**src/sspi_pkg.sv**
```systemverilog
/*
 * shared constants for the serial register port: frame layout, register
 * offsets, field positions, reset values and link timing.
 * assumes both ends and the bench import it.
 */
package sspi_pkg;
   localparam int FRAME_BITS    = 16;
   localparam int BYTE_BITS     = 8;
   localparam int ADDR_W        = 6;
   localparam int BIT_CNT_W     = 6;
   // 1-based bit positions inside the first returned byte
   localparam int POS_FAULT     = 2;
   localparam int POS_ONE       = 7;
   localparam int POS_PARITY    = 8;
   // device register offsets
   localparam logic [5:0] ADDR_STATUS    = 6'h02;
   localparam logic [5:0] ADDR_LOCK_KEY  = 6'h1e;
   localparam logic [5:0] ADDR_SELECTOR  = 6'h20;
   localparam logic [5:0] ADDR_EVENT_CFG = 6'h21;
   localparam logic [5:0] ADDR_INDIRECT  = 6'h22;
   // status fields
   localparam int ST_FAULT_BIT   = 0;
   localparam int ST_LOCK_BIT    = 3;
   // key sequence
   localparam logic [7:0] KEY_FIRST  = 8'h00;
   localparam logic [7:0] KEY_SECOND = 8'h50;
   localparam logic [7:0] KEY_THIRD  = 8'ha0;
   // event pin configuration
   localparam int EV_FULL_BIT    = 7;
   localparam int EV_HALF_BIT    = 6;
   localparam int EV_MASK_BIT    = 1;
   localparam int EV_POL_BIT     = 0;
   localparam logic [7:0] EV_CFG_RESET    = 8'h41;
   localparam logic [7:0] EV_CFG_WRITABLE = 8'hc3;
   // indirect output configuration
   localparam logic [4:0] SEL_OUT_CFG     = 5'b01011;
   localparam logic [4:0] SEL_RESET       = 5'h00;
   localparam logic [4:0] OUT_CFG_RESET   = 5'h1c;
   localparam int OUT_X_BIT      = 4;
   localparam int OUT_Y_BIT      = 3;
   localparam int OUT_Z_BIT      = 2;
   localparam logic [1:0] RATE_DIV4 = 2'b10;
   localparam logic [1:0] RATE_DIV2 = 2'b01;
   localparam logic [7:0] BYTE_RESET = 8'h00;
   // host register offsets (byte addresses)
   localparam logic [7:0] HOST_CMD    = 8'h00;
   localparam logic [7:0] HOST_STATUS = 8'h04;
   localparam int CMD_WRITE_BIT   = 6;
   localparam int CMD_DATA_LSB    = 8;
   localparam int HST_BUSY_BIT    = 0;
   localparam int HST_FAULT_BIT   = 1;
   localparam int HST_PAR_OK_BIT  = 2;
   localparam int HST_DATA_LSB    = 8;
   // link timing
   localparam int CLK_PERIOD_NS   = 10;
   localparam int LINK_PERIOD_NS  = 125;
   localparam int HALF_CYC = LINK_PERIOD_NS / (2 * CLK_PERIOD_NS);
endpackage

```
**src/sspi_link.sv**
```systemverilog
/*
 * the four-wire serial link between the controller and the sensor port.
 * assumes the bench instantiates it and joins both ends to it.
 */
`timescale 1ns/1ps
interface sspi_link;
   logic sclk;
   logic select_n_line;
   logic mosi;
   logic miso;
   logic miso_oe;

   modport device (input sclk, input select_n_line, input mosi, output miso, output miso_oe);
   modport host (output sclk, output select_n_line, output mosi, input miso, input miso_oe);
endinterface

```
**src/sspi_device.sv**
```systemverilog
/*
 * sensor-side serial register port, sampling the link on the system clock.
 * assumes the sensing datapath supplies buffer level and event flags on
 * i_clock, and the link clock is slow enough for three-cycle detection.
 */
// Design decision made here: the serial register port.
`timescale 1ns/1ps
module sspi_device (
   input  wire logic              i_clock,
   input  wire logic              i_rst,
   sspi_link.device               link,
   input  wire logic              i_buf_half,
   input  wire logic              i_buf_three_q,
   input  wire logic              i_free_fall,
   input  wire logic              i_motion,
   input  wire logic              i_sample_tick,
   output logic                   o_event_pin,
   output logic [2:0]             o_buf_axis_en,
   output logic                   o_buf_load,
   output logic                   o_lock_open,
   output logic                   o_frame_fault
);
   import sspi_pkg::*;

   logic [2:0]           sclk_sync;
   logic [2:0]           cs_sync;
   logic [1:0]           mosi_sync;
   logic [BIT_CNT_W-1:0] bit_cnt;
   logic [ADDR_W-1:0]    cmd_addr;
   logic                 cmd_write;
   logic [7:0]           wr_data;
   logic [6:0]           rx_shift;
   logic [7:0]           out_data;
   logic [7:0]           lock_key;
   logic [1:0]           key_stage;
   logic [4:0]           selector;
   logic [7:0]           event_pin_config;
   logic [4:0]           out_cfg;
   logic [7:0]           indirect_write_data;
   logic [1:0]           rate_cnt;
   logic [7:0]           rd_mux;
   logic [7:0]           status;
   logic [7:0]           indirect_rd;
   logic                 sclk_rise;
   logic                 sclk_fall;
   logic                 cs_fall;
   logic                 cs_rise;
   logic                 in_frame;
   logic                 frame_ok;
   logic                 commit;
   logic                 next_bit;
   logic                 ev_active;
   logic                 ev_gated;
   logic                 rate_pass;

   // stage 0 of each synchroniser feeds only stage 1
   always_ff @(posedge i_clock) begin
      if (i_rst) begin
         sclk_sync <= 3'h0;
         cs_sync   <= 3'h7;
         mosi_sync <= 2'h0;
      end else begin
         sclk_sync <= {sclk_sync[1:0], link.sclk};
         cs_sync   <= {cs_sync[1:0], link.select_n_line};
         mosi_sync <= {mosi_sync[0], link.mosi};
      end
   end

   assign sclk_rise = sclk_sync[1] & ~sclk_sync[2];
   assign sclk_fall = ~sclk_sync[1] & sclk_sync[2];
   assign cs_fall   = ~cs_sync[1] & cs_sync[2];
   assign cs_rise   = cs_sync[1] & ~cs_sync[2];
   assign in_frame  = ~cs_sync[1];
   // a frame is good only at sixteen clocks or more and a whole number of bytes
   assign frame_ok  = (bit_cnt >= BIT_CNT_W'(FRAME_BITS)) && (bit_cnt[2:0] == 3'h0);
   assign commit    = cs_rise & frame_ok & cmd_write;

   // bit counter and command capture on rising link clock
   always_ff @(posedge i_clock) begin
      if (i_rst) begin
         bit_cnt   <= '0;
         rx_shift  <= 7'h00;
         cmd_addr  <= '0;
         cmd_write <= 1'b0;
         wr_data   <= BYTE_RESET;
      end else if (cs_fall) begin
         bit_cnt   <= '0;
         cmd_write <= 1'b0;
      end else if (in_frame && sclk_rise) begin
         if (bit_cnt != '1) begin
            bit_cnt <= bit_cnt + 1'b1;
         end
         rx_shift <= {rx_shift[5:0], mosi_sync[1]};
         if (bit_cnt == BIT_CNT_W'(ADDR_W - 1)) begin
            cmd_addr <= {rx_shift[4:0], mosi_sync[1]};
         end
         if (bit_cnt == BIT_CNT_W'(ADDR_W)) begin
            cmd_write <= mosi_sync[1];
         end
         if (bit_cnt == BIT_CNT_W'(FRAME_BITS - 1)) begin
            wr_data <= {rx_shift[6:0], mosi_sync[1]};
         end
      end
   end

   // read multiplexer, indirect window through the selector
   always_comb begin
      indirect_rd = BYTE_RESET;
      if (selector == SEL_OUT_CFG) begin
         indirect_rd = {3'b000, out_cfg};
      end
      status = BYTE_RESET;
      status[ST_FAULT_BIT] = o_frame_fault;
      status[ST_LOCK_BIT]  = o_lock_open;
      rd_mux = BYTE_RESET;
      unique case (cmd_addr)
         ADDR_STATUS:    rd_mux = status;
         ADDR_LOCK_KEY:  rd_mux = lock_key;
         ADDR_SELECTOR:  rd_mux = {3'b000, selector};
         ADDR_EVENT_CFG: rd_mux = event_pin_config;
         ADDR_INDIRECT:  rd_mux = indirect_rd;
         default:        rd_mux = BYTE_RESET;
      endcase
   end

   // next outgoing bit, position bit_cnt+1 of the frame
   always_comb begin
      next_bit = 1'b0;
      if (bit_cnt == BIT_CNT_W'(POS_FAULT - 1)) begin
         next_bit = o_frame_fault;
      end else if (bit_cnt == BIT_CNT_W'(POS_ONE - 1)) begin
         next_bit = 1'b1;
      end else if (bit_cnt == BIT_CNT_W'(POS_PARITY - 1)) begin
         next_bit = ~^rd_mux;
      end else if (bit_cnt >= BIT_CNT_W'(POS_PARITY) && bit_cnt < BIT_CNT_W'(FRAME_BITS)) begin
         next_bit = out_data[7];
      end
   end

   // output shift register and data line
   always_ff @(posedge i_clock) begin
      if (i_rst) begin
         out_data      <= BYTE_RESET;
         link.miso     <= 1'b0;
         link.miso_oe  <= 1'b0;
      end else begin
         link.miso_oe <= in_frame;
         if (cs_fall) begin
            link.miso <= 1'b0;
         end else if (in_frame && sclk_rise && bit_cnt == BIT_CNT_W'(BYTE_BITS - 1)) begin
            out_data <= rd_mux;
         end else if (in_frame && sclk_fall) begin
            link.miso <= next_bit;
            if (bit_cnt >= BIT_CNT_W'(POS_PARITY)) begin
               out_data <= {out_data[6:0], 1'b0};
            end
         end
      end
   end

   // fault flag follows every ended frame
   always_ff @(posedge i_clock) begin
      if (i_rst) begin
         o_frame_fault <= 1'b0;
      end else if (cs_rise) begin
         o_frame_fault <= ~frame_ok;
      end
   end

   // register writes land only when select rises on a good frame
   always_ff @(posedge i_clock) begin
      if (i_rst) begin
         selector            <= SEL_RESET;
         event_pin_config    <= EV_CFG_RESET;
         out_cfg             <= OUT_CFG_RESET;
         indirect_write_data <= BYTE_RESET;
      end else if (commit) begin
         if (cmd_addr == ADDR_SELECTOR) begin
            selector <= wr_data[4:0];
         end
         if (cmd_addr == ADDR_EVENT_CFG) begin
            event_pin_config <= wr_data & EV_CFG_WRITABLE;
         end
         if (cmd_addr == ADDR_INDIRECT && o_lock_open) begin
            indirect_write_data <= wr_data;
            if (selector == SEL_OUT_CFG) begin
               out_cfg <= wr_data[4:0];
            end
         end
      end
   end

   // key tracker: any break in 00h, 50h, a0h closes the lock
   always_ff @(posedge i_clock) begin
      if (i_rst) begin
         lock_key    <= BYTE_RESET;
         key_stage   <= 2'd0;
         o_lock_open <= 1'b0;
      end else if (commit && cmd_addr == ADDR_LOCK_KEY) begin
         lock_key    <= wr_data;
         o_lock_open <= 1'b0;
         key_stage   <= 2'd0;
         if (key_stage == 2'd1 && wr_data == KEY_SECOND) begin
            key_stage <= 2'd2;
         end else if (key_stage == 2'd2 && wr_data == KEY_THIRD) begin
            o_lock_open <= 1'b1;
         end else if (wr_data == KEY_FIRST) begin
            key_stage <= 2'd1;
         end
      end
   end

   // event pin: enables, global mask, then polarity
   assign ev_active = (event_pin_config[EV_FULL_BIT] & i_buf_three_q)
                    | (event_pin_config[EV_HALF_BIT] & i_buf_half)
                    | i_free_fall | i_motion;
   assign ev_gated  = ev_active & ~event_pin_config[EV_MASK_BIT];

   always_ff @(posedge i_clock) begin
      if (i_rst) begin
         o_event_pin <= 1'b0;
      end else begin
         o_event_pin <= event_pin_config[EV_POL_BIT] ? ev_gated : ~ev_gated;
      end
   end

   // buffer load thinning; output registers keep full rate elsewhere
   always_comb begin
      rate_pass = 1'b1;
      if (out_cfg[1:0] == RATE_DIV4) begin
         rate_pass = (rate_cnt == 2'd3);
      end else if (out_cfg[1:0] == RATE_DIV2) begin
         rate_pass = rate_cnt[0];
      end
   end

   always_ff @(posedge i_clock) begin
      if (i_rst) begin
         rate_cnt      <= 2'd0;
         o_buf_load    <= 1'b0;
         o_buf_axis_en <= OUT_CFG_RESET[4:2];
      end else begin
         o_buf_axis_en <= {out_cfg[OUT_X_BIT], out_cfg[OUT_Y_BIT], out_cfg[OUT_Z_BIT]};
         o_buf_load    <= i_sample_tick & rate_pass;
         if (i_sample_tick) begin
            rate_cnt <= rate_cnt + 2'd1;
         end
      end
   end
endmodule

```
**src/flat_wrapper.sv**
```systemverilog
// flat-port wrapper written by rule: the top's interface ports become plain ports
module sspi_device_flat import sspi_pkg::*;
  (i_clock, i_rst, i_buf_half, i_buf_three_q, i_free_fall, i_motion, i_sample_tick, o_event_pin, o_buf_axis_en, o_buf_load, o_lock_open, o_frame_fault, link_sclk, link_select_n_line, link_mosi, link_miso, link_miso_oe);
  sspi_link link_i ();
  input  wire logic i_clock;
  input  wire logic i_rst;
  input  wire logic i_buf_half;
  input  wire logic i_buf_three_q;
  input  wire logic i_free_fall;
  input  wire logic i_motion;
  input  wire logic i_sample_tick;
  output logic o_event_pin;
  output logic [2:0] o_buf_axis_en;
  output logic o_buf_load;
  output logic o_lock_open;
  output logic o_frame_fault;
  input wire logic [$bits(link_i.sclk)-1:0] link_sclk;
  input wire logic [$bits(link_i.select_n_line)-1:0] link_select_n_line;
  input wire logic [$bits(link_i.mosi)-1:0] link_mosi;
  output wire logic [$bits(link_i.miso)-1:0] link_miso;
  output wire logic [$bits(link_i.miso_oe)-1:0] link_miso_oe;
  assign link_i.sclk = link_sclk;
  assign link_i.select_n_line = link_select_n_line;
  assign link_i.mosi = link_mosi;
  assign link_miso = link_i.miso;
  assign link_miso_oe = link_i.miso_oe;
  sspi_device u_core (.i_clock(i_clock), .i_rst(i_rst), .link(link_i), .i_buf_half(i_buf_half), .i_buf_three_q(i_buf_three_q), .i_free_fall(i_free_fall), .i_motion(i_motion), .i_sample_tick(i_sample_tick), .o_event_pin(o_event_pin), .o_buf_axis_en(o_buf_axis_en), .o_buf_load(o_buf_load), .o_lock_open(o_lock_open), .o_frame_fault(o_frame_fault));
endmodule
```
**config.mk**
```make
export PLATFORM = sky130hd
export DESIGN_NAME = sspi_device_flat
export DESIGN_NICKNAME = d
export VERILOG_FILES = /design/src/sspi_pkg.sv /design/src/sspi_link.sv /design/src/sspi_device.sv /design/src/flat_wrapper.sv
export SDC_FILE = /design/constraint.sdc
export NUM_CORES = 1
export LEC_CHECK = 0
export ABC_AREA = 1
export BUFFER_PORTS_ARGS = -buffer_cell sky130_fd_sc_hd__buf_2
export CELL_PAD_IN_SITES_DETAIL_PLACEMENT = 1
export CELL_PAD_IN_SITES_GLOBAL_PLACEMENT = 2
export CORE_ASPECT_RATIO = 0.6
export CORE_MARGIN = 2
export CORE_UTILIZATION = 32
export CTS_BUF_LIST = sky130_fd_sc_hd__clkbuf_16
export CTS_CLUSTER_DIAMETER = 80
export CTS_CLUSTER_SIZE = 40
export DETAILED_ROUTE_END_ITERATION = 8
export PLACE_DENSITY = 0.87
export SKIP_CTS_REPAIR_TIMING = 1
export SLEW_MARGIN = 5
export SYNTH_ARGS = -nofsm -noshare
export SYNTH_HDL_FRONTEND = slang
export SYNTH_SLANG_ARGS = --single-unit
```
**constraint.sdc**
```tcl
create_clock -name i_clock -period 1.7 [get_ports i_clock]
set_input_delay 0 -clock i_clock [delete_from_list [all_inputs] [get_ports i_clock]]
set_output_delay 0 -clock i_clock [all_outputs]
set_load 0.02 [all_outputs]
```
# After elaboration in Yosys (flattened, before gate mapping)
# Cells that the tools add are included.
# classes
n_reduce_logical	25
n_mux	17
n_lt_le_gt_ge	3
bitwise_logic	22
n_eq_ne	19
addsub	2
# op_table
operator	count
$pmux W8 S5	1
$mux W8	3
$eq A6 B3 Y1 const B	3
$eq A6 B6 Y1 const B	3
$reduce_and A2 Y1	6
$reduce_and A3 Y1	4
$and A1 B1 Y1	10
$mux W1	10
$logic_and A1 B1 Y1	9
$not A1 Y1	9
$eq A8 B7 Y1 const B	1
$eq A8 B8 Y1 const B	1
$logic_not A8 Y1	1
$reduce_xnor A8 Y1	1
$add A6 B1 Y6 const B	1
$eq A2 B2 Y1 const B	3
$eq A6 B1 Y1 const B	1
$eq A6 B2 Y1 const B	1
$eq A6 B4 Y1 const B	1
$eq A6 B5 Y1 const B	1
$ge A6 B4 Y1 const B	1
$ge A6 B5 Y1 const B	1
$lt A6 B5 Y1 const B	1
$ne A6 B6 Y1 const B	1
9 further kinds	14
# word_totals
output_inout_bits	9
register_bits	79
in_bits	10

# Depth between registers and ports, before layout
# depth
depth_word	7
ltp_mapped	17
depth_no_buf	17

# Least setup slack after synthesis
# No wires, ideal clock.
# synth_timing
path_type	register to register
start	register u_core.bit_cnt[4]
end	register u_core.out_data[1]
setup_time_ps	120
t_required_ps	1580
path_stages_with_launch	11
synth_period_minus_slack_ps	1665
arrival_ps	1545
setup_slack_ps	35
cell_sequence	dfxtp_1 nor2_1 inv_1 nor2_2 nand2_1 nor2_1 nand2_2 a21oi_4 inv_1 a21oi_1 a21oi_1
# synth_via
elab_chain_len	4
# synth_rtl
item	line	rtl
from (decl)	sspi_device.sv:28	logic [BIT_CNT_W-1:0] bit_cnt;
from (signal assigned)	sspi_device.sv:91	bit_cnt <= bit_cnt + 1'b1;
branches (longest 4 deep; another with $ge A6 B4 Y1)	n/a	
to (signal assigned)	sspi_device.sv:151	out_data <= rd_mux;
to (signal assigned)	sspi_device.sv:155	out_data <= {out_data[6:0], 1'b0};
to (decl)	sspi_device.sv:33	logic [7:0] out_data;
# Several ways; the timed one is not identified.
# A chain may end at the register's enable or synchronous reset.

# Worst setup path after layout
# layout_timing
start	register u_core.cmd_addr[1]
end	register u_core.link.miso
# layout_via
elab_chain_len	6
# layout_rtl
item	line	rtl
from (decl)	sspi_device.sv:29	logic [ADDR_W-1:0] cmd_addr;
from (signal assigned)	sspi_device.sv:95	cmd_addr <= {rx_shift[4:0], mosi_sync[1]};
$eq A6 B6 Y1, or another cell as far along	sspi_device.sv:116	unique case (cmd_addr)
$pmux W8 S5 *	sspi_device.sv:116	
$reduce_xnor A8 Y1 *	sspi_device.sv:134	next_bit = ~^rd_mux;
$mux W1 *	sspi_device.sv:133	end else if (bit_cnt == BIT_CNT_W'(POS_PARITY - 1)) begin
$mux W1 *	sspi_device.sv:131	end else if (bit_cnt == BIT_CNT_W'(POS_ONE - 1)) begin
$mux W1 *	sspi_device.sv:129	if (bit_cnt == BIT_CNT_W'(POS_FAULT - 1)) begin
to (signal assigned)	sspi_device.sv:153	link.miso <= next_bit;
to (decl)	sspi_link.sv:13	modport device (input sclk, input select_n_line, input mosi, output miso, output miso_oe);
# Every way passes the cells marked *; elsewhere a longest branch is shown, timed or not.

==> reports/results.txt <==
The logs give 0 for the initial antenna violation count and 0.459 mV for the peak supply drop. STA classifies the critical path endpoint as a register. The iteration-0 DRC count of the detailed router was 174; the total routing usage reported by global routing was 19.0%. Entering global routing, the biggest net connects 53 pins. The logs give 45.9% for the final core area utilization and 3533 for the total via count after detailed routing.

The worst slew margin relative to its limit was 49.2%; the net switching component of the power was 0.000905 W. The Yosys step of the flow raised 0 warnings. The final-report hold violation count was 1. The routed design could run at a clock period as short as 1.81 ns. The tools report the remaining antenna violation count as 0.

The worst-case hold slack came out at -0.0187 ns. The tool flagged a number of max-cap violations equal to 0. For this run, asynchronously set or reset flops after synthesis account for 0%. The signal on the critical path passes through buf_4 -> nor2_1 -> buf_4 -> nand4_1 -> nand3_1 -> nor2_1 -> nand3_1 -> nand2_1 -> nand2_1 -> nand2_1 -> nand2_1 -> nand3_1 -> nand2_1 -> nand2_1 -> a21oi_1. In this run the most critical hold path is launched from i_motion. After detailed routing, the number of remaining DRC violations is 0. The most used flip-flop cell after synthesis is sky130_fd_sc_hd__dfxtp_1. The run finished, with violations left.

Before antenna repair, the detailed router went through 4 iterations. Among the stages of the critical path, the cell type that occurs most often is sky130_fd_sc_hd__nand2_1. The tools report the number of clock buffers inserted by TritonCTS as 9. In this run the worst hold path is classified as in -> reg. STA puts the critical path data arrival time at 2.09 ns.

The run gives 11400 um as the final routed wirelength across all metal layers. The later-pin clock latency in the skew report came out at 0.35 ns. In this run, the clock network consumes 47.9% of the power. After layout, the worst path uses 107% of the clock period. Synthesis produced a netlist whose cell count is 468. From synthesis to final layout, the design area changed by 40.1%. The run gives 7820 um as the HPWL after detailed placement. The mapped netlist covers 0.00346 mm^2. The logs give 79 for the total clock sinks and 49.1% for the share of power burned in registers. Cells with a size suffix above 1 make up 34.0% of the layout. The tools report the startpoint class of the critical path as a register. The kind of cell with the highest combined delay along the critical path is simple AND/OR/NAND/NOR gates. The final reports fail on hold timing, setup timing. The buffering stage count on the worst path with inverters included works out to 2. Setup violations remaining at the end of the flow were counted as 3. For the max-slew violation count, the log shows 0. TritonCTS built the clock tree. The final net count is 574, and the final estimated routing congestion in global placement is 0.866. The first global-routing pass estimated 17600 um of wire. The internal power contribution came out at 0.00291 W. A synthesized cell averages 7.39 um^2.

After filler insertion, the fill cell instance count of the layout stands at 1265. The per-cell via count in the routed design came out at 5.03. Of the total power, combinational logic draws 3.0%. Setup repair after global routing could not meet its margin everywhere. The number of core rows came out at 29.

The number of nets in the synthesized netlist is 483. In this design, the stage delay of the slowest critical-path cell is 0.36 ns. The run gives 45.7% as the proportion of synthesized chip area in sequential cells. Master cell of the clock root buffer: sky130_fd_sc_hd__clkbuf_16. For the final database, setup skew stands at 0.00751 ns.

Die outline height: 84.5 um. Summed over all failing endpoints, the final setup total negative slack is -0.160 ns. Buffers placed on the I/O ports in this run total 18. The total overflow left after global routing is 0.

Switching share of power: 23.7%. In this run the worst setup path begins at u_core.cmd_addr[1]. The full die area is 0.0117 mm^2, and the total power per unit cell area is 787 mW/mm^2.

Number of storage elements in the synthesis netlist: 79. In the final routed layout, each cell accounts on average for 16.3 um. After floorplanning, the core was sized to cover 0.0106 mm^2.

For the fmax, the log shows 552 MHz. Depth of the CTS H-tree: 3. STA puts the critical path data required time at 1.97 ns.

Before CTS, the worst setup slack after placement is -0.203 ns. The startpoint identified for the worst register-to-register timing path is u_core.cmd_addr[1]. The setup path with the least slack is of type reg -> reg. In this run the worst path has a maximum fanout of 5.

For this design the top-level I/O count stands at 19. For the maximum root-to-sink buffer count, the log shows 2. The leakage power is 2.03 nW, and the slack of the critical path is -0.113 ns. After synthesis, the netlist uses 31 different library cells. For this configuration, the core starts out at a cell density of 32.8%.

After clock tree synthesis, the clock-pin slew on the worst setup and hold paths is 0.06 ns. 0 antenna diodes ended up in the layout. The number of global-route vias before repair was 3431; the die width was 138 um.

The slowest stage of the critical path is the sky130_fd_sc_hd__dfxtp_4 cell. At the pin with the least slew margin, the transition time is 0.756 ns. The synthesized design contains 0 enable-type register cells.
## worst reg2reg max path: cells and delay by family, from the launching register on
| kind | cells | cell delay [ns] |
|---|---|---|
| buf+inv | 2 | 0.31 |
| compound gates | 1 | 0.13 |
| flops | 1 | 0.36 |
| simple gates | 12 | 0.97 |
## flip-flops by register name, summed over array words and instances (netlist names), 3 cells and up
signal                   flops
u_core.o_buf_axis_en         3
u_core.out_cfg               5
u_core.event_pin_config      4
u_core.rx_shift              7
u_core.cs_sync               3
u_core.selector              5
u_core.wr_data               8
u_core.lock_key              8
u_core.out_data              8
u_core.cmd_addr              6
u_core.bit_cnt               6
u_core.sclk_sync             3
## cell type report
cell class | count | area, um^2 | share of cell area [%]
multi-input cells | 311 | 1840 | 38.0
flip-flops and latches | 79 | 1600 | 33.1
repair buffers | 90 | 686 | 14.1
inverters | 68 | 260 | 5.37
clock buffers | 9 | 225 | 4.65
well taps | 139 | 174 | 3.59
clock inverters | 7 | 56.3 | 1.16
## per-stage QoR
step	hold WS [ns]	total power, W	cell area, um^2	instances
floorplan	0.104	0.00198	3460	468
global placement	0.182	0.00202	4080	665
detailed placement	0.205	0.00202	4080	665
CTS	-0.159	0.00386	4360	681
global route	0.0316	0.00395	4850	703
finish	-0.0187	0.00382	4850	703
## path summary, 6_finish.rpt
| path | to | slack, ns | depth (start not counted) |
|---|---|---|---|
| worst max-delay path | u_core.link.miso | -0.11 | 15 |
| worst min-delay path | u_core.o_event_pin | -0.02 | 3 |
| worst max register to register | u_core.link.miso | -0.11 | 15 |
| worst min register to register | u_core.mosi_sync[1] | 0.41 | 2 |
## cells by family after synthesis
logic type | synth area share (%)
buffers and inverters | 8.64
AO/OA/AOI/OAI | 20.0
adder cells (fa/ha/maj) | 1.81
XOR/XNOR | 0.506
flip-flops | 45.7
AND/OR/NAND/NOR | 23.3
## layout by cell type (no fill, tap or decap), types with 5 or more instances in the layout
master / count
sky130_fd_sc_hd__inv_1: 56
sky130_fd_sc_hd__buf_6: 6
sky130_fd_sc_hd__nand4_1: 7
sky130_fd_sc_hd__o21ai_0: 47
sky130_fd_sc_hd__dfxtp_1: 70
sky130_fd_sc_hd__inv_2: 10
sky130_fd_sc_hd__nor2_4: 6
sky130_fd_sc_hd__o21ai_1: 6
sky130_fd_sc_hd__or2_2: 5
sky130_fd_sc_hd__nand3_2: 12
sky130_fd_sc_hd__a21oi_1: 59
sky130_fd_sc_hd__dfxtp_2: 5
sky130_fd_sc_hd__nor2_1: 23
sky130_fd_sc_hd__clkbuf_16: 9
sky130_fd_sc_hd__buf_2: 19
sky130_fd_sc_hd__nand3_1: 27
sky130_fd_sc_hd__buf_4: 59
sky130_fd_sc_hd__nor4_1: 5
sky130_fd_sc_hd__nand2_2: 16
sky130_fd_sc_hd__nand2_1: 48
sky130_fd_sc_hd__nor2_2: 15
## layer usage
layer | wire length [um] | global-route usage, %
met1 | 5630 | 26.9
met3 | 467 | 4.45
met5 | 0 | 0
met2 | 5220 | 29.0
met4 | 123 | 5.66
## power by group through the flow
stage	Clock (W)	Combinational, W	Sequential (W)
final	0.00183	0.000113	0.00187
after global routing	0.00194	0.000128	0.00187
after CTS	0.00188	0.000104	0.00188
after detailed placement	0	0.000103	0.00192
after global placement	0	0.0000982	0.00192
after floorplan	0	0.0000558	0.00192
## cell usage after synthesis (2+ instances only)
library cell,number,area share [%]
sky130_fd_sc_hd__or2_2,5,0.90
sky130_fd_sc_hd__a41oi_1,2,0.51
sky130_fd_sc_hd__o21ai_0,54,7.8
sky130_fd_sc_hd__clkbuf_1,9,0.98
sky130_fd_sc_hd__nor3_2,3,0.87
sky130_fd_sc_hd__nand3_1,40,5.8
sky130_fd_sc_hd__nor2_1,38,4.1
sky130_fd_sc_hd__nand4_1,7,1.3
sky130_fd_sc_hd__nor3_1,4,0.58
sky130_fd_sc_hd__o211ai_1,4,0.87
sky130_fd_sc_hd__ha_1,5,1.8
sky130_fd_sc_hd__nand2_1,64,6.9
sky130_fd_sc_hd__nor4_1,5,0.90
sky130_fd_sc_hd__buf_2,2,0.29
sky130_fd_sc_hd__nor2_2,4,0.72
sky130_fd_sc_hd__a21oi_1,60,8.7
sky130_fd_sc_hd__dfxtp_1,79,46
sky130_fd_sc_hd__nand2_2,2,0.36
sky130_fd_sc_hd__a211oi_1,3,0.65
sky130_fd_sc_hd__inv_1,67,7.3
Note: power is estimated with default switching activity, not from simulation.
